**src/pkg/protect_cfg_pkg.sv**
```systemverilog
`default_nettype none
package protect_cfg_pkg;
  // ==========================================================================
  // Register location and bit layout
  localparam logic [15:0] CFG_REG_ADDR  = 16'hFFFF;
  localparam int          BIT_HWPE      = 7;
  localparam int          BIT_WD_HI     = 6;
  localparam int          BIT_WD_LO     = 5;
  localparam int          BIT_BP_1      = 4;
  localparam int          BIT_BP_0      = 3;
  localparam int          BIT_RWL       = 2;
  localparam int          BIT_WEL       = 1;
  localparam int          BIT_BP_2      = 0;
  localparam logic [7:0]  CMD_WEL_SET   = 8'h02;
  localparam logic [7:0]  CMD_WEL_CLR   = 8'h00;
  localparam logic [7:0]  CMD_RWL_SET   = 8'h06;
  localparam logic [7:0]  TRIP_DATA     = 8'h00;
  // Factory image of the stored fields when no image is supplied
  localparam logic [7:0]  NV_FACTORY    = 8'h00;

  // ==========================================================================
  // Array geometry and protected ranges
  localparam int          ARR_AW        = 14;
  localparam int          PAGE_AW       = 6;
  localparam logic [13:0] RANGE_Q4_LO   = 14'h3000;
  localparam logic [13:0] RANGE_HALF_LO = 14'h2000;
  localparam logic [13:0] RANGE_ALL_LO  = 14'h0000;
  localparam logic [13:0] RANGE_P1_HI   = 14'h003F;
  localparam logic [13:0] RANGE_P2_HI   = 14'h007F;
  localparam logic [13:0] RANGE_P4_HI   = 14'h00FF;
  localparam logic [13:0] RANGE_P8_HI   = 14'h01FF;

  // ==========================================================================
  // Timing
  localparam int          CLK_HZ        = 50_000_000;
  localparam int          NV_CYCLE_MS   = 10;
  localparam int          NV_CYCLES     = NV_CYCLE_MS * (CLK_HZ / 1000);
  localparam logic [10:0] WD_T00_MS     = 11'd1400;
  localparam logic [10:0] WD_T01_MS     = 11'd600;
  localparam logic [10:0] WD_T10_MS     = 11'd200;
  localparam logic [10:0] WD_OFF_MS     = 11'd0;

  // Pin vector positions
  localparam int          PIN_WP        = 0;
  localparam int          PIN_HV        = 1;
endpackage
`default_nettype wire

```
**src/rtl/supervisor_ctrl_reg_protect.sv**
```systemverilog
// Functional notes
// - Config register at FFFF, one data byte
// - NACK every register byte after the first
// - Stop after byte starts stored-field cycle
// - Register readable when idle, one byte, then reset
// - Bit layout: protect, period, block, latches
// - Register update needs write latch set
// - Write enable latch clear at power-up
// - Enable latch clear: ignore writes, NACK data
// - 02 sets enable latch, 00 clears it
// - Enable-only update: no cycle, ready immediately
// - Codes 001-011 protect quarter, half, all
// - Codes 1xx protect first 1,2,4,8 pages
// - Discard writes inside protected range
// - Period codes: 1.4s, 600ms, 200ms, off
// - Hardware protect = pin AND enable bit
// - Hardware protect locks stored fields only
// - Enable bit cannot clear while pin high
// - Stored fields survive power removal
// - Sequence 02, 06, value; bit2 set keeps fields
// - Store cycle up to 10ms clears latch
// - Write latch clears only on store/reset/protect
`default_nettype none
module supervisor_ctrl_reg_protect
  import protect_cfg_pkg::*;
#(
  parameter int NV_WAIT = NV_CYCLES
) (
  input  wire logic        i_clock,
  input  wire logic        i_rst,
  input  wire logic [7:0]  i_nv_image,
  input  wire logic        i_wp_pin,
  input  wire logic        i_hv_detect,
  input  wire logic        i_wr_begin,
  input  wire logic [15:0] i_wr_addr,
  input  wire logic        i_data_valid,
  input  wire logic [7:0]  i_data,
  input  wire logic        i_stop,
  input  wire logic        i_rd_req,
  input  wire logic [15:0] i_rd_addr,
  output logic             o_ack,
  output logic             o_array_byte_ok,
  output logic [13:0]      o_array_addr,
  output logic             o_array_commit,
  output logic [7:0]       o_rd_data,
  output logic             o_rd_valid,
  output logic             o_nv_store,
  output logic [7:0]       o_nv_data,
  output logic             o_busy,
  output logic             o_trip_start,
  output logic             o_trip_done,
  output logic             o_hw_protect,
  output logic [1:0]       o_wd_period_sel,
  output logic [10:0]      o_wd_timeout_ms
);

  // ==========================================================================
  // State
  typedef enum logic [5:0] {
    ST_IDLE  = 6'b000001,
    ST_REG   = 6'b000010,
    ST_REGX  = 6'b000100,
    ST_ARRAY = 6'b001000,
    ST_NV    = 6'b010000,
    ST_TRIP  = 6'b100000
  } state_e;

  typedef struct packed {
    state_e      st;
    logic [1:0]  sy1;
    logic [1:0]  sy2;
    logic [1:0]  sy3;
    logic [1:0]  pin;
    logic        hwpe;
    logic [1:0]  wd;
    logic [2:0]  bp;
    logic        rwl;
    logic        write_enable_latch;
    logic [13:0] addr;
    logic        got_byte;
    logic        pend_wel;
    logic        pend_wel_val;
    logic        pend_rwl;
    logic        pend_nv;
    logic [7:0]  pend_nv_val;
    logic        pend_trip;
    logic        any_arr;
    logic [19:0] cnt;
    logic        ack;
    logic        arr_ok;
    logic [13:0] arr_addr;
    logic        arr_commit;
    logic [7:0]  rd_data;
    logic        rd_valid;
    logic        nv_store;
    logic [7:0]  nv_data;
    logic        busy;
    logic        trip_start;
    logic        trip_done;
    logic        hw_prot;
    logic [10:0] wd_ms;
  } state_s;

  state_s state_ff;
  state_s nxt_state;

  // Counter load truncated on purpose to the counter width
  localparam logic [19:0] NV_LOAD = 20'(NV_WAIT - 1);

  // ==========================================================================
  // Helpers
  // Protected-range decode, code taken as {bit0, bit4, bit3}
  function automatic logic in_protected(input logic [2:0] code, input logic [13:0] a);
    logic r;
    r = 1'b0;
    case (code)
      3'b000:  r = 1'b0;
      3'b001:  r = (a >= RANGE_Q4_LO);
      3'b010:  r = (a >= RANGE_HALF_LO);
      3'b011:  r = (a >= RANGE_ALL_LO);
      3'b100:  r = (a <= RANGE_P1_HI);
      3'b101:  r = (a <= RANGE_P2_HI);
      3'b110:  r = (a <= RANGE_P4_HI);
      3'b111:  r = (a <= RANGE_P8_HI);
      default: r = 1'b0;
    endcase
    return r;
  endfunction

  function automatic logic [10:0] wd_time(input logic [1:0] sel);
    logic [10:0] t;
    t = WD_OFF_MS;
    case (sel)
      2'b00:   t = WD_T00_MS;
      2'b01:   t = WD_T01_MS;
      2'b10:   t = WD_T10_MS;
      default: t = WD_OFF_MS;
    endcase
    return t;
  endfunction

  // Register image; latches are live, fields are the stored copy
  function automatic logic [7:0] cfg_byte(input state_s s);
    logic [7:0] b;
    b            = 8'h00;
    b[BIT_HWPE]  = s.hwpe;
    b[BIT_WD_HI] = s.wd[1];
    b[BIT_WD_LO] = s.wd[0];
    b[BIT_BP_1]  = s.bp[1];
    b[BIT_BP_0]  = s.bp[0];
    b[BIT_RWL]   = s.rwl;
    b[BIT_WEL]   = s.write_enable_latch;
    b[BIT_BP_2]  = s.bp[2];
    return b;
  endfunction

  // ==========================================================================
  // Next-state logic
  // Pins pass three flops; the filtered level moves only when the
  // second and third agree, so a single glitchy sample is never seen.
  always_comb begin
    logic       hwp;
    logic [7:0] d;
    hwp       = 1'b0;
    d         = i_data;
    nxt_state = state_ff;
    nxt_state.sy1 = {i_hv_detect, i_wp_pin};
    nxt_state.sy2 = state_ff.sy1;
    nxt_state.sy3 = state_ff.sy2;
    if (state_ff.sy2 == state_ff.sy3) begin
      nxt_state.pin = state_ff.sy3;
    end
    hwp = state_ff.pin[PIN_WP] & state_ff.hwpe;

    // One-cycle strobes default low
    nxt_state.arr_ok     = 1'b0;
    nxt_state.arr_commit = 1'b0;
    nxt_state.rd_valid   = 1'b0;
    nxt_state.nv_store   = 1'b0;
    nxt_state.trip_start = 1'b0;
    nxt_state.trip_done  = 1'b0;

    case (state_ff.st)
      ST_IDLE: begin
        if (i_wr_begin) begin
          nxt_state.addr      = i_wr_addr[ARR_AW-1:0];
          nxt_state.got_byte  = 1'b0;
          nxt_state.pend_wel  = 1'b0;
          nxt_state.pend_rwl  = 1'b0;
          nxt_state.pend_nv   = 1'b0;
          nxt_state.pend_trip = 1'b0;
          nxt_state.any_arr   = 1'b0;
          nxt_state.ack       = 1'b0;
          nxt_state.st = (i_wr_addr == CFG_REG_ADDR) ? ST_REG : ST_ARRAY;
        end else if (i_rd_req && i_rd_addr == CFG_REG_ADDR) begin
          nxt_state.rd_data  = cfg_byte(state_ff);
          nxt_state.rd_valid = 1'b1;
        end
      end

      ST_REG: begin
        if (i_data_valid && !state_ff.got_byte) begin
          nxt_state.got_byte = 1'b1;
          nxt_state.ack      = 1'b0;
          // Store request first, so 02 with write latch set means all-zero fields
          if (state_ff.write_enable_latch && state_ff.rwl && d[BIT_RWL] == 1'b0 && d[BIT_WEL]) begin
            if (hwp) begin
              nxt_state.rwl = 1'b0;
            end else begin
              nxt_state.pend_nv     = 1'b1;
              nxt_state.pend_nv_val = d;
              nxt_state.ack         = 1'b1;
            end
          end else if (d == CMD_WEL_SET || d == CMD_WEL_CLR) begin
            nxt_state.pend_wel     = 1'b1;
            nxt_state.pend_wel_val = d[BIT_WEL];
            nxt_state.ack          = 1'b1;
          end else if (!state_ff.write_enable_latch) begin
            nxt_state.ack = 1'b0;
          end else if (d[BIT_RWL] && (d == CMD_RWL_SET || state_ff.rwl)) begin
            nxt_state.pend_rwl = 1'b1;
            nxt_state.ack      = 1'b1;
          end else begin
            nxt_state.ack = 1'b0;
          end
        end else if (i_data_valid) begin
          // Extra byte aborts the whole register write
          nxt_state.ack      = 1'b0;
          nxt_state.pend_wel = 1'b0;
          nxt_state.pend_rwl = 1'b0;
          nxt_state.pend_nv  = 1'b0;
          nxt_state.st       = ST_REGX;
        end else if (i_stop) begin
          if (state_ff.pend_wel) begin
            nxt_state.write_enable_latch = state_ff.pend_wel_val;
          end
          if (state_ff.pend_rwl) begin
            nxt_state.rwl = 1'b1;
            nxt_state.write_enable_latch = 1'b1;
          end
          if (state_ff.pend_nv) begin
            nxt_state.nv_store = 1'b1;
            nxt_state.nv_data  = state_ff.pend_nv_val;
            nxt_state.cnt      = NV_LOAD;
            nxt_state.busy     = 1'b1;
            nxt_state.st       = ST_NV;
          end else begin
            nxt_state.st = ST_IDLE;
          end
        end
      end

      ST_REGX: begin
        if (i_data_valid) begin
          nxt_state.ack = 1'b0;
        end
        if (i_stop) begin
          nxt_state.st = ST_IDLE;
        end
      end

      ST_ARRAY: begin
        if (i_data_valid) begin
          nxt_state.got_byte = 1'b1;
          // Page counter rolls within the page
          nxt_state.addr[PAGE_AW-1:0] = state_ff.addr[PAGE_AW-1:0] + 6'h01;
          if (!state_ff.write_enable_latch) begin
            nxt_state.ack = 1'b0;
          end else if (state_ff.pin[PIN_HV]) begin
            // Trip programming byte, never an array write
            nxt_state.ack       = (d == TRIP_DATA);
            nxt_state.pend_trip = (d == TRIP_DATA) && !state_ff.got_byte;
          end else if (in_protected(state_ff.bp, state_ff.addr)) begin
            nxt_state.ack = 1'b0;
            nxt_state.rwl = 1'b0;
          end else begin
            nxt_state.ack      = 1'b1;
            nxt_state.arr_ok   = 1'b1;
            nxt_state.arr_addr = state_ff.addr;
            nxt_state.any_arr  = 1'b1;
          end
        end else if (i_stop) begin
          nxt_state.arr_commit = state_ff.any_arr;
          if (state_ff.pend_trip && state_ff.pin[PIN_HV]) begin
            nxt_state.trip_start = 1'b1;
            nxt_state.busy       = 1'b1;
            nxt_state.st         = ST_TRIP;
          end else begin
            nxt_state.st = ST_IDLE;
          end
        end
      end

      ST_NV: begin
        // Inputs are ignored for the whole store cycle
        if (state_ff.cnt == 20'h00000) begin
          nxt_state.hwpe = state_ff.nv_data[BIT_HWPE];
          nxt_state.wd   = {state_ff.nv_data[BIT_WD_HI], state_ff.nv_data[BIT_WD_LO]};
          nxt_state.bp   = {state_ff.nv_data[BIT_BP_2], state_ff.nv_data[BIT_BP_1],
                            state_ff.nv_data[BIT_BP_0]};
          nxt_state.rwl  = 1'b0;
          nxt_state.busy = 1'b0;
          nxt_state.st   = ST_IDLE;
        end else begin
          nxt_state.cnt = state_ff.cnt - 20'h00001;
        end
      end

      ST_TRIP: begin
        // Programming ends when the high level leaves the protect pin
        if (!state_ff.pin[PIN_HV]) begin
          nxt_state.trip_done = 1'b1;
          nxt_state.busy      = 1'b0;
          nxt_state.st        = ST_IDLE;
        end
      end

      default: begin
        nxt_state.st = ST_IDLE;
      end
    endcase

    nxt_state.hw_prot = hwp;
    nxt_state.wd_ms   = wd_time(state_ff.wd);

    // Power-up: latches clear, stored fields reload from the image
    if (i_rst) begin
      nxt_state         = '0;
      nxt_state.st      = ST_IDLE;
      nxt_state.write_enable_latch     = 1'b0;
      nxt_state.rwl     = 1'b0;
      nxt_state.hwpe    = i_nv_image[BIT_HWPE];
      nxt_state.wd      = {i_nv_image[BIT_WD_HI], i_nv_image[BIT_WD_LO]};
      nxt_state.bp      = {i_nv_image[BIT_BP_2], i_nv_image[BIT_BP_1],
                           i_nv_image[BIT_BP_0]};
      nxt_state.wd_ms   = WD_T00_MS;
    end
  end

  // ==========================================================================
  // State register
  always_ff @(posedge i_clock) begin
    state_ff <= nxt_state;
  end

  // ==========================================================================
  // Outputs, all straight from the state register
  assign o_ack           = state_ff.ack;
  assign o_array_byte_ok = state_ff.arr_ok;
  assign o_array_addr    = state_ff.arr_addr;
  assign o_array_commit  = state_ff.arr_commit;
  assign o_rd_data       = state_ff.rd_data;
  assign o_rd_valid      = state_ff.rd_valid;
  assign o_nv_store      = state_ff.nv_store;
  assign o_nv_data       = state_ff.nv_data;
  assign o_busy          = state_ff.busy;
  assign o_trip_start    = state_ff.trip_start;
  assign o_trip_done     = state_ff.trip_done;
  assign o_hw_protect    = state_ff.hw_prot;
  assign o_wd_period_sel = state_ff.wd;
  assign o_wd_timeout_ms = state_ff.wd_ms;

endmodule
`default_nettype wire

```
**config.mk**
```make
export PLATFORM = sky130hd
export DESIGN_NAME = supervisor_ctrl_reg_protect
export DESIGN_NICKNAME = d
export VERILOG_FILES = /design/src/pkg/protect_cfg_pkg.sv /design/src/rtl/supervisor_ctrl_reg_protect.sv
export SDC_FILE = /design/constraint.sdc
export NUM_CORES = 1
export LEC_CHECK = 0
export ABC_AREA = 1
export BUFFER_PORTS_ARGS = -buffer_cell sky130_fd_sc_hd__buf_2
export CAP_MARGIN = 15
export CORE_UTILIZATION = 35
export CTS_CLUSTER_DIAMETER = 50
export DETAILED_ROUTE_END_ITERATION = 16
export SLEW_MARGIN = 20
export SYNTH_ARGS = -nofsm -noshare
export SYNTH_HDL_FRONTEND = slang
export SYNTH_SLANG_ARGS = --single-unit
```
**constraint.sdc**
```tcl
create_clock -name i_clock -period 2.15 [get_ports i_clock]
set_input_delay 0.1075 -clock i_clock [delete_from_list [all_inputs] [get_ports i_clock]]
set_output_delay 0.1075 -clock i_clock [all_outputs]
set_load 0.05 [all_outputs]
```
Yosys cells after proc, flatten, opt, wreduce, memory -nomap -nowiden
Cells that the tools add are included.
- bits in registers: 121
- bits of input ports: 56
- output and inout bits: 52
- logic and storage cells: 268
- add/sub/neg operators: 2
- magnitude comparators: 7
- equal/unequal tests: 52
- muxes and demuxes: 108
- bitwise gates (word level): 15
- reductions and logical operators: 50
- operators by type and width (cell ; count):
    $mux W107 ; 1
    $mux W20 ; 5
    $mux W6 ; 11
    $mux W9 ; 6
    $mux W16 ; 3
    $mux W15 ; 3
    $mux W1 ; 43
    $mux W10 ; 4
    $pmux W20 S2 ; 1
    $ne A3 B3 Y1 const B ; 13
    $ne A2 B2 Y1 const B ; 19
    $pmux W6 S6 ; 1
    $pmux W11 S3 ; 1
    $eq A16 B16 Y1 const B ; 2
    $reduce_and A5 Y1 ; 6
    $ge A14 B14 Y1 const B ; 2
    $mux W2 ; 12
    $mux W8 ; 3
    $logic_not A20 Y1 ; 1
    $sub A20 B1 Y20 const B ; 1
    $ge A14 B1 Y1 const B ; 1
    $le A14 B6 Y1 const B ; 1
    $le A14 B7 Y1 const B ; 1
    $le A14 B8 Y1 const B ; 1
    49 further kinds ; 92

Depth between registers and ports, before layout
Gate-level depths: netlist (run 1).
- depth in word-level cells: 12
- depth in mapped cells: 13

Worst setup path after synthesis (run 1)
No wires, ideal clock.
- kind: reg2reg
- start point: register state_ff[50] (netlist name)
- end point: register state_ff (netlist bit o_wd_period_sel[0]), enable pin
- data arrival time: 1514 ps
- path slack: 259 ps
- cell stages (with the launch flop): 7
- path buffers: 0
- period minus slack after synthesis: 1891 ps
- cells stage by stage: dfxtp_1 > inv_1 > ha_1 > nand2_2 > nor2_4 > nand3_2 > o21ai_0
- longest elaborated chain between the ends: 3
- ends and longest elaborated chain (item ; line ; RTL):
    start, declared ; supervisor_ctrl_reg_protect.sv:104 ; state_s state_ff;
    start signal, assigned ; supervisor_ctrl_reg_protect.sv:343 ; state_ff <= nxt_state;
    $logic_not A20 Y1 ; supervisor_ctrl_reg_protect.sv:296 ; if (state_ff.cnt == 20'h00000) begin
    $reduce_bool A2 Y1 (no line) ; -- ;
    $reduce_and A2 Y1 (no line) ; -- ;
Every way passes these cells.
A chain may end at the register's enable or synchronous reset.

Final worst setup path (run 1)
- start point: register state_ff[50] (netlist name)
- end point: register state_ff[66] (netlist name)
- longest elaborated chain between the ends: 3
- ends and longest elaborated chain (item ; line):
    $sub A20 B1 Y20 or $logic_not A20 Y1 (tied branches) ; supervisor_ctrl_reg_protect.sv:305, supervisor_ctrl_reg_protect.sv:296
    $mux W20 or $ne A2 B2 Y1 (tied branches) ; --
    $pmux W20 S2 or $reduce_and A6 Y1 (tied branches) ; --
Several ways; a longest one is shown, not always the timed one. The select of a mux whose other input is x is not followed.

==> impl_metrics.tcl, run 1 <==
set metrics [dict create \
    cts.path.max_buffers 2 \
    synth_edf_count 6 \
    insertion_delay_ns 0.42 \
    boundaryPins 108 \
    final_hold_viol_count 0 \
    period_needed_ns 1.83 \
    grt_max_degree 41 \
    start_util_pct 36.0 \
    area_growth_pct 22.1 \
    async_flop_share_pct 0 \
    worst_path_largest_cell_delay_ns 0.34 \
    worstPathArrival_ns 2.18 \
    clkTransAtPathRegs_ns 0.06 \
    core-area_mm2 0.0160 \
    die_h_um 130 \
    h-tree-depth 4 \
    drive_gt1_share_pct 22.1 \
    ys_seq_elements 115 \
    cts_tree "done" \
    worstPathCellList "inv_1, ha_1, nand2_2, nor2_4, nand3_2, nand2_2, nand2_4, inv_2, nand2_1, a21oi_1" \
    critPathCaptureType "flip-flop" \
    vias 5163 \
    root_buffer "clkbuf_16" \
    synth_cells 789 \
    setup_viol 0 \
    met1_usage_pct 21.9 \
    p_leak_uw 0.00327 \
    ir_drop_uv 588 \
    grt.overflow.total 0 \
    wire_per_inst_um 12.7 \
    rsz0062_at_grt "no" \
    vias_per_cell 4.68 \
    fill_cells 1696 \
    die_area_mm2 0.0170 \
    slew_headroom_pct 65.0 \
    worstMarginPinSlew_ns 0.520 \
    final.period_utilization_pct 85.2 \
    synth.distinct_cells 41 \
    met3_usage_pct 4.88 \
    clock_sinks 115 \
    cts_buffers 17 \
    run_status "completed" \
    nNetsFinal 934 \
    final_area_mm2 0.00703 \
    dp_hpwl_um 10200 \
    synth_top_flop_cell "dfxtp_1" \
    final_util_pct 43.9 \
    cpLargestDelayFamily "simple AND/OR/NAND/NOR gates" \
    max_freq_ghz 0.546 \
    crit_path_top_delay_cell "dfxtp_1" \
    multi_input_area_mm2 0.00262 \
    cpMostUsedCell "nand2_2" \
    placed_area_mm2 0.00617 \
    maxCapViolCount 0 \
    rows 46 \
    hp-class "in -> reg" \
    drv_slew 0 \
    path_max_fanout 17 \
    antenna_found_initial 0 \
    ys.warnings.count 0 \
    critPathLaunchType "flip-flop" \
    wirelength_um 14000 \
    routabilityCongestion 0.873 \
    synth_area_mm2 0.00576 \
    power_density_mw_per_mm2 980 \
    grt.busiest_layer "met2" \
    yosys.area.top_type "dfxtp_1" \
    grt.total_usage_pct 17.6 \
    worstPathRequired_ns 2.49 \
    postRouteAntennaNets 0 \
    drtPass1Iterations 4 \
    drc 0 \
    finalSetupTns_ns 0 \
    fin_skew_ns 0.0112 \
    synthTopCellsByArea "dfxtp_1 (38%), nor2_1 (9.1%), nand2_1 (8.5%), buf_4 (5.7%), a21oi_1 (4.9%)" \
    criticalPathCategory "reg -> reg" \
    synth-seq-area-share_pct 41.0 \
    avgSynthCellArea_um2 7.30 \
    grt_pass1_wl_um 22800 \
    diodes 0 \
    io_buffers 102 \
    seqCellArea_mm2 0.00236 \
    synth_top_area_share_pct 37.9 \
    dr.first_iter.drc_count 248 \
    path_buf_inv 2 \
    die_w_um 130 \
    gr-usage-met2_pct 29.0 \
    grt_pass1_vias 4686 \
]
power breakdown:
part           total (µW)  internal [µW]  switching, µW
Sequential           2460           2320            134
Combinational        1260            417            848
Clock                3170           2160           1010
Yosys cell counts, types with 2 or more instances:
cell,instances
dfxtp_1,109
xor2_1,5
buf_2,5
nor3_1,8
nor2_2,3
inv_2,9
buf_4,44
nor2_1,139
buf_6,7
nand3b_1,3
nor4_1,2
o211ai_1,3
o22ai_1,2
nand2_2,9
clkbuf_1,12
inv_1,68
xnor2_1,4
nand3_4,2
a31oi_1,2
nand2_1,131
ha_1,3
a211oi_2,12
or2_2,3
o21ai_1,13
nand3_1,46
edfxtp_1,6
nand4_1,13
a21oi_1,56
nand3_2,2
nor2_4,3
nand2_4,2
o21ai_0,54
worst reg2reg max path, cell delays in order (launching register included):
cell and delay (ns):
dfxtp_1 0.34, inv_1 0.12, ha_1 0.20, nand2_2 0.10, nor2_4 0.16, nand3_2 0.11, nand2_2 0.13, nand2_4 0.14
inv_2 0.24, nand2_1 0.08, a21oi_1 0.14
layout by cell type (no fill, tap or decap), drive strengths merged, types with 5 or more instances in the layout:
cell type / synthesis / routed
nand2: 142 / 142
buf: 56 / 114
edfxtp: 6 / 6
nand3: 50 / 50
o21ai: 68 / 68
bufinv: 0 / 5
nand4: 13 / 13
inv: 78 / 79
dlygate4sd3: 0 / 19
nor2: 146 / 146
nor3: 9 / 9
xor2: 5 / 5
clkinv: 2 / 5
clkbuf: 12 / 20
dfxtp: 109 / 109
a211oi: 12 / 12
a21oi: 56 / 56
flip-flops by register name, summed over array words and instances (netlist names):
signal           cells
state_ff            69
o_hw_protect         1
o_array_addr        14
o_trip_done          1
o_array_byte_ok      1
o_busy               1
o_array_commit       1
o_nv_store           1
o_trip_start         1
o_wd_timeout_ms      5
o_rd_valid           1
o_wd_period_sel      2
o_ack                1
o_nv_data            8
o_rd_data            8
final timing paths:
kind         slack (ns)             to  cells past startpoint          start
max                0.32   state_ff[66]                     10   state_ff[50]
min                0.01  state_ff[102]                      3  i_nv_image[4]
max reg2reg        0.32   state_ff[66]                     10   state_ff[50]
min reg2reg        0.40  state_ff[112]                      2  state_ff[114]
metal layers:
metal | part of all wire, % | vias up
met5 | 0 | -
li1 | - | 2694
met4 | 1.5 | 0
met1 | 47 | 2341
met3 | 4.9 | 13
met2 | 46 | 115
final cells by class:
class / count / share of cell area, %
Multi-Input combinational cell: 528 / 37.3
Tap cell: 216 / 3.85
Clock inverter: 12 / 2.85
Sequential cell: 115 / 33.6
Inverter: 80 / 4.33
Timing Repair Buffer: 133 / 11.4
Clock buffer: 20 / 6.66
per-stage QoR:
step	power (µW)	std cells	setup WS [ns]	hold WS, ns
global route	7270	1104	0.136	0.0101
global placement	3730	1053	0.352	0.321
detailed placement	3740	1053	0.331	0.326
finish	6890	1104	0.319	0.0102
floorplan	3430	791	0.259	0.214
CTS	6980	1104	0.303	0.00137
cells by family after synthesis:
logic type | synth area share [%]
AOI/OAI and AO/OA | 14.4
xor gates and xnor gates | 1.37
adders and majority gates | 0.652
buffers and inverters | 13.6
DFF | 41.0
other | 0.0651
and+or+nand+nor | 28.9
timing repair:
action	CTS	global route
hold endpoints to repair	19	0
hold buffers	19	0
setup buffers	0	0
resized for setup	0	0
No activity file was read; power rests on OpenSTA's default activity.
==> run 2, diff against run 1 <==
==> constraint.sdc (replaced) <==
create_clock -name i_clock -period 2.15 [get_ports i_clock]
set_input_delay 0.43 -clock i_clock [delete_from_list [all_inputs] [get_ports i_clock]]
set_output_delay 0.43 -clock i_clock [all_outputs]
set_load 0.05 [all_outputs]
==> impl_metrics.tcl, run 2 (synthesized netlist as in run 1, its figures left out) <==
set metrics [dict create \
    p_sw_share_pct 33.0 \
    critPathCaptureType "flip-flop" \
    grt.total_usage_pct 17.6 \
    period_needed_ns 1.89 \
    core-area_mm2 0.0160 \
    area_growth_pct 16.9 \
    seqCellArea_mm2 0.00236 \
    dr.first_iter.drc_count 203 \
    drive_gt1_share_pct 22.8 \
    start_util_pct 36.0 \
    combPwrFrac_pct 19.8 \
    setup_viol 0 \
    final_cell_mix "nor2_1 (139), nand2_1 (131), dfxtp_1 (109)" \
    vias_per_cell 4.65 \
    largest_reg_flops 69 \
    cpMostUsedCell "inv_1" \
    criticalPathCategory "reg -> reg" \
    grt_pass1_wl_um 22800 \
    cts_buffers 17 \
    placed_area_mm2 0.00618 \
    p_leak_uw 0.00315 \
    critPathLaunchType "flip-flop" \
    drc 0 \
    clkPwrFrac_pct 41.2 \
    routabilityCongestion 0.865 \
    postRouteAntennaNets 0 \
    grt.busiest_layer "met2" \
    crit_path_top_delay_cell "dfxtp_1" \
    grt.overflow.total 0 \
    met1_usage_pct 21.8 \
    clkTransAtPathRegs_ns 0.06 \
    fin_skew_ns 0.00619 \
    path_max_fanout 10 \
    met3_usage_pct 4.47 \
    switchingPower_uw 2080 \
    path_buf_inv 2 \
    h-tree-depth 4 \
    gr-usage-met2_pct 28.9 \
    final_area_mm2 0.00673 \
    postCtsSetupBuffers 0 \
    post-place-ws_ns 0.273 \
    rows 46 \
    setup_slack_ns 0.261 \
    worstPathRequired_ns 2.45 \
    regMostFlops "state_ff" \
    wire_per_inst_um 12.8 \
    worstMarginPinSlew_ns 0.513 \
    run_status "completed" \
    ir_drop_uv 582 \
    nNetsFinal 917 \
    clock_sinks 115 \
    reg2reg_depth 8 \
    final_hold_viol_count 0 \
    die_h_um 130 \
    power_density_mw_per_mm2 936 \
    hold_ws_ns 0.221 \
    rrSetupSlack_ns 0.26 \
    cts_resized 0 \
    diodes 0 \
    final.period_utilization_pct 87.9 \
    antenna_found_initial 0 \
    cts_hold_buf 0 \
    die_w_um 130 \
    p_int_uw 4220 \
    drtPass1Iterations 4 \
    rsz0062_at_grt "no" \
    die_area_mm2 0.0170 \
    maxCapViolCount 0 \
    mostFrequentLayoutCell "nor2_1" \
    io_buffers 102 \
    finalSetupTns_ns 0 \
    wirelength_um 13900 \
    holdPathStages 3 \
    vias 5055 \
    cts.path.max_buffers 2 \
    root_buffer "clkbuf_16" \
    worst_path_largest_cell_delay_ns 0.36 \
    slew_headroom_pct 65.5 \
    worstPathArrival_ns 2.19 \
    worstPathCellList "nor2_4, nand3_2, inv_1, nand2_1, nand2_2, inv_1, o21ai_0, a21oi_1" \
    cts_tree "done" \
    boundaryPins 108 \
    drv_slew 0 \
    power_uw 6300 \
    dp_hpwl_um 10200 \
    grt_pass1_vias 4677 \
    max_freq_ghz 0.529 \
    grt_max_degree 53 \
    multi_input_area_mm2 0.00262 \
    hp-class "in -> reg" \
    insertion_delay_ns 0.42 \
    cp.depth 8 \
    fill_cells 1704 \
    pwr-share-seq_pct 39.0 \
    cpLargestDelayFamily "simple AND/OR/NAND/NOR gates" \
]
==> run 2: per-layer routing <==
| metal | part of all wire, % | up-vias | routed length, µm |
|---|---|---|---|
| li1 | - | 2659 | - |
| met1 | 48 | 2254 | 6660 |
| met2 | 46 | 120 | 6350 |
| met3 | 4.4 | 22 | 615 |
| met4 | 2.1 | 0 | 296 |
| met5 | 0 | - | 0 |
==> run 2: final cells by class <==
type	count	share of cell area [%]
Clock buffer	17	6.32
Clock inverter	15	1.84
Inverter	80	4.52
Multi-Input combinational cell	528	38.9
Sequential cell	115	35.1
Tap cell	216	4.01
Timing Repair Buffer	116	9.33
==> run 2: final timing paths <==
kind                  from             to
max          state_ff[120]   state_ff[88]
min               i_wp_pin  state_ff[113]
max reg2reg  state_ff[120]   state_ff[88]
min reg2reg  state_ff[113]  state_ff[111]
==> run 2: tightest hold or removal path, stage by stage <==
cell and delay, ns:
buf_2 0.07, inv_1 0.03, nor2_1 0.06
==> run 2: stage by stage <==
stage	utilization, %	instances
final	42.1	1087
after CTS	42.1	1087
after global placement	38.7	1055
after global routing	42.1	1087
after floorplan	-	791
after detailed placement	38.7	1055
==> run 2: power by group through the flow <==
| stage | clock, µW | sequential, µW | combinational [µW] |
|---|---|---|---|
| global route | 2760 | 2480 | 1430 |
| floorplan | 0 | 2510 | 924 |
| CTS | 2660 | 2450 | 1250 |
| global placement | 0 | 2500 | 1240 |
| detailed placement | 0 | 2500 | 1250 |
| finish | 2600 | 2450 | 1250 |
==> run 3, diff against run 2 <==
--- a/config.mk
+++ b/config.mk
@@ -6,12 +6,12 @@
 export NUM_CORES = 1
 export LEC_CHECK = 0
 export ABC_AREA = 1
-export BUFFER_PORTS_ARGS = -buffer_cell sky130_fd_sc_hd__buf_2
+export BUFFER_PORTS_ARGS = -buffer_cell sky130_fd_sc_hd__buf_4
 export CAP_MARGIN = 15
 export CORE_UTILIZATION = 35
 export CTS_CLUSTER_DIAMETER = 50
 export DETAILED_ROUTE_END_ITERATION = 16
-export SLEW_MARGIN = 20
+export SLEW_MARGIN = 5
 export SYNTH_ARGS = -nofsm -noshare
 export SYNTH_HDL_FRONTEND = slang
 export SYNTH_SLANG_ARGS = --single-unit
==> impl_metrics.tcl, run 3 (synthesized netlist as in run 1, its figures left out) <==
set metrics [dict create \
    run_status "completed" \
    wire_per_inst_um 12.9 \
    max_freq_ghz 0.522 \
    regMostFlops "state_ff" \
    hp-class "in -> reg" \
    ir_drop_uv 527 \
    cts_buffers 17 \
    worstPathArrival_ns 2.25 \
    p_leak_uw 0.00321 \
    cts_resized 0 \
    wirelength_um 14000 \
    worstMarginPinSlew_ns 0.683 \
    area_growth_pct 21.7 \
    io_buffers 102 \
    final.period_utilization_pct 89.1 \
    period_needed_ns 1.92 \
    grt_pass1_wl_um 22400 \
    postRouteAntennaNets 0 \
    cts_hold_buf 0 \
    largest_reg_flops 69 \
    mostFrequentLayoutCell "nor2_1" \
    top_layer "met4" \
    rows 46 \
    start_util_pct 36.0 \
    final_util_pct 43.8 \
    diodes 0 \
    fin_skew_ns 0.00742 \
    root_buffer "clkbuf_16" \
    die_area_mm2 0.0170 \
    drtPass1Iterations 7 \
    maxCapViolCount 0 \
    path_max_fanout 13 \
    die_h_um 130 \
    clkTransAtPathRegs_ns 0.05 \
    rsz0062_at_grt "no" \
    die_w_um 130 \
    insertion_delay_ns 0.41 \
    h-tree-depth 4 \
    power_density_mw_per_mm2 905 \
    routabilityCongestion 0.875 \
    grt_pass1_vias 4560 \
    drive_gt1_share_pct 23.0 \
    vias 5063 \
    route.met2.wl_um 6450 \
    drc 0 \
    critPathCaptureType "flip-flop" \
    met1_length_um 6690 \
    worstPathRequired_ns 2.48 \
    final_hold_viol_count 0 \
    core-area_mm2 0.0160 \
    setup_viol 0 \
    slew_headroom_pct 54.5 \
    dp_hpwl_um 10200 \
    drv_slew 0 \
    critPathLaunchType "flip-flop" \
    criticalPathCategory "reg -> reg" \
    final_cell_mix "nor2_1 (139), nand2_1 (131), buf_4 (118)" \
    postCtsSetupBuffers 0 \
    grt.overflow.total 0 \
    cts_tree "done" \
    nNetsFinal 920 \
    met3_length_um 735 \
    clock_sinks 115 \
    cts.path.max_buffers 2 \
    grt.total_usage_pct 17.4 \
    finalSetupTns_ns 0 \
    dr.first_iter.drc_count 254 \
    antenna_found_initial 0 \
    vias_per_cell 4.64 \
    grt_max_degree 55 \
    boundaryPins 108 \
]
==> run 3: area by class of cell <==
class / instances / area, µm²
Inverter: 80 / 304
Multi-Input combinational cell: 528 / 2620
Clock inverter: 14 / 114
Timing Repair Buffer: 119 / 906
Tap cell: 216 / 270
Fill cell: 1661 / 8990
Sequential cell: 115 / 2360
Clock buffer: 18 / 429
==> run 3: power breakdown <==
group          leakage [µW]  switching [µW]  internal [µW]
sequential         0.000944             139           2320
combinational       0.00201             852            435
clock              0.000262            1020           1570
==> run 3: critical path: stages, from the launching register on <==
cell     delay (ns)
dfxtp_1        0.34
inv_1          0.14
ha_1           0.29
nand2_2        0.13
nor2_4         0.17
nand3_2        0.11
nand2_2        0.12
nand2_4        0.11
inv_2          0.21
nand2_1        0.08
a21oi_1        0.14
==> run 3: stage by stage <==
stage	hold WS (ns)	cells	instance area [µm²]	worst slack (ns)	power (µW)
final	0.217	1090	7010	0.233	6340
after global routing	0.229	1090	7010	0.00664	6720
after CTS	0.201	1090	7010	0.196	6420
after detailed placement	0.402	1058	6460	0.251	3790
after global placement	0.398	1058	6460	0.272	3770
after floorplan	0.388	791	5770	0.259	3430
==> run 3: final timing paths <==
kind	cells past startpoint	start	end	slack, ns
worst max-delay path	10	state_ff[50]	state_ff[53]	0.23
worst min-delay path	3	i_hv_detect	state_ff[114]	0.22
worst max register to register	10	state_ff[50]	state_ff[53]	0.23
worst min register to register	2	state_ff[114]	state_ff[112]	0.41
==> run 3: metal layers <==
metal	up-vias	global-route usage, %
li1	2662	-
met1	2260	22.6
met2	131	27.8
met3	10	4.55
met4	0	6.09
met5	-	0
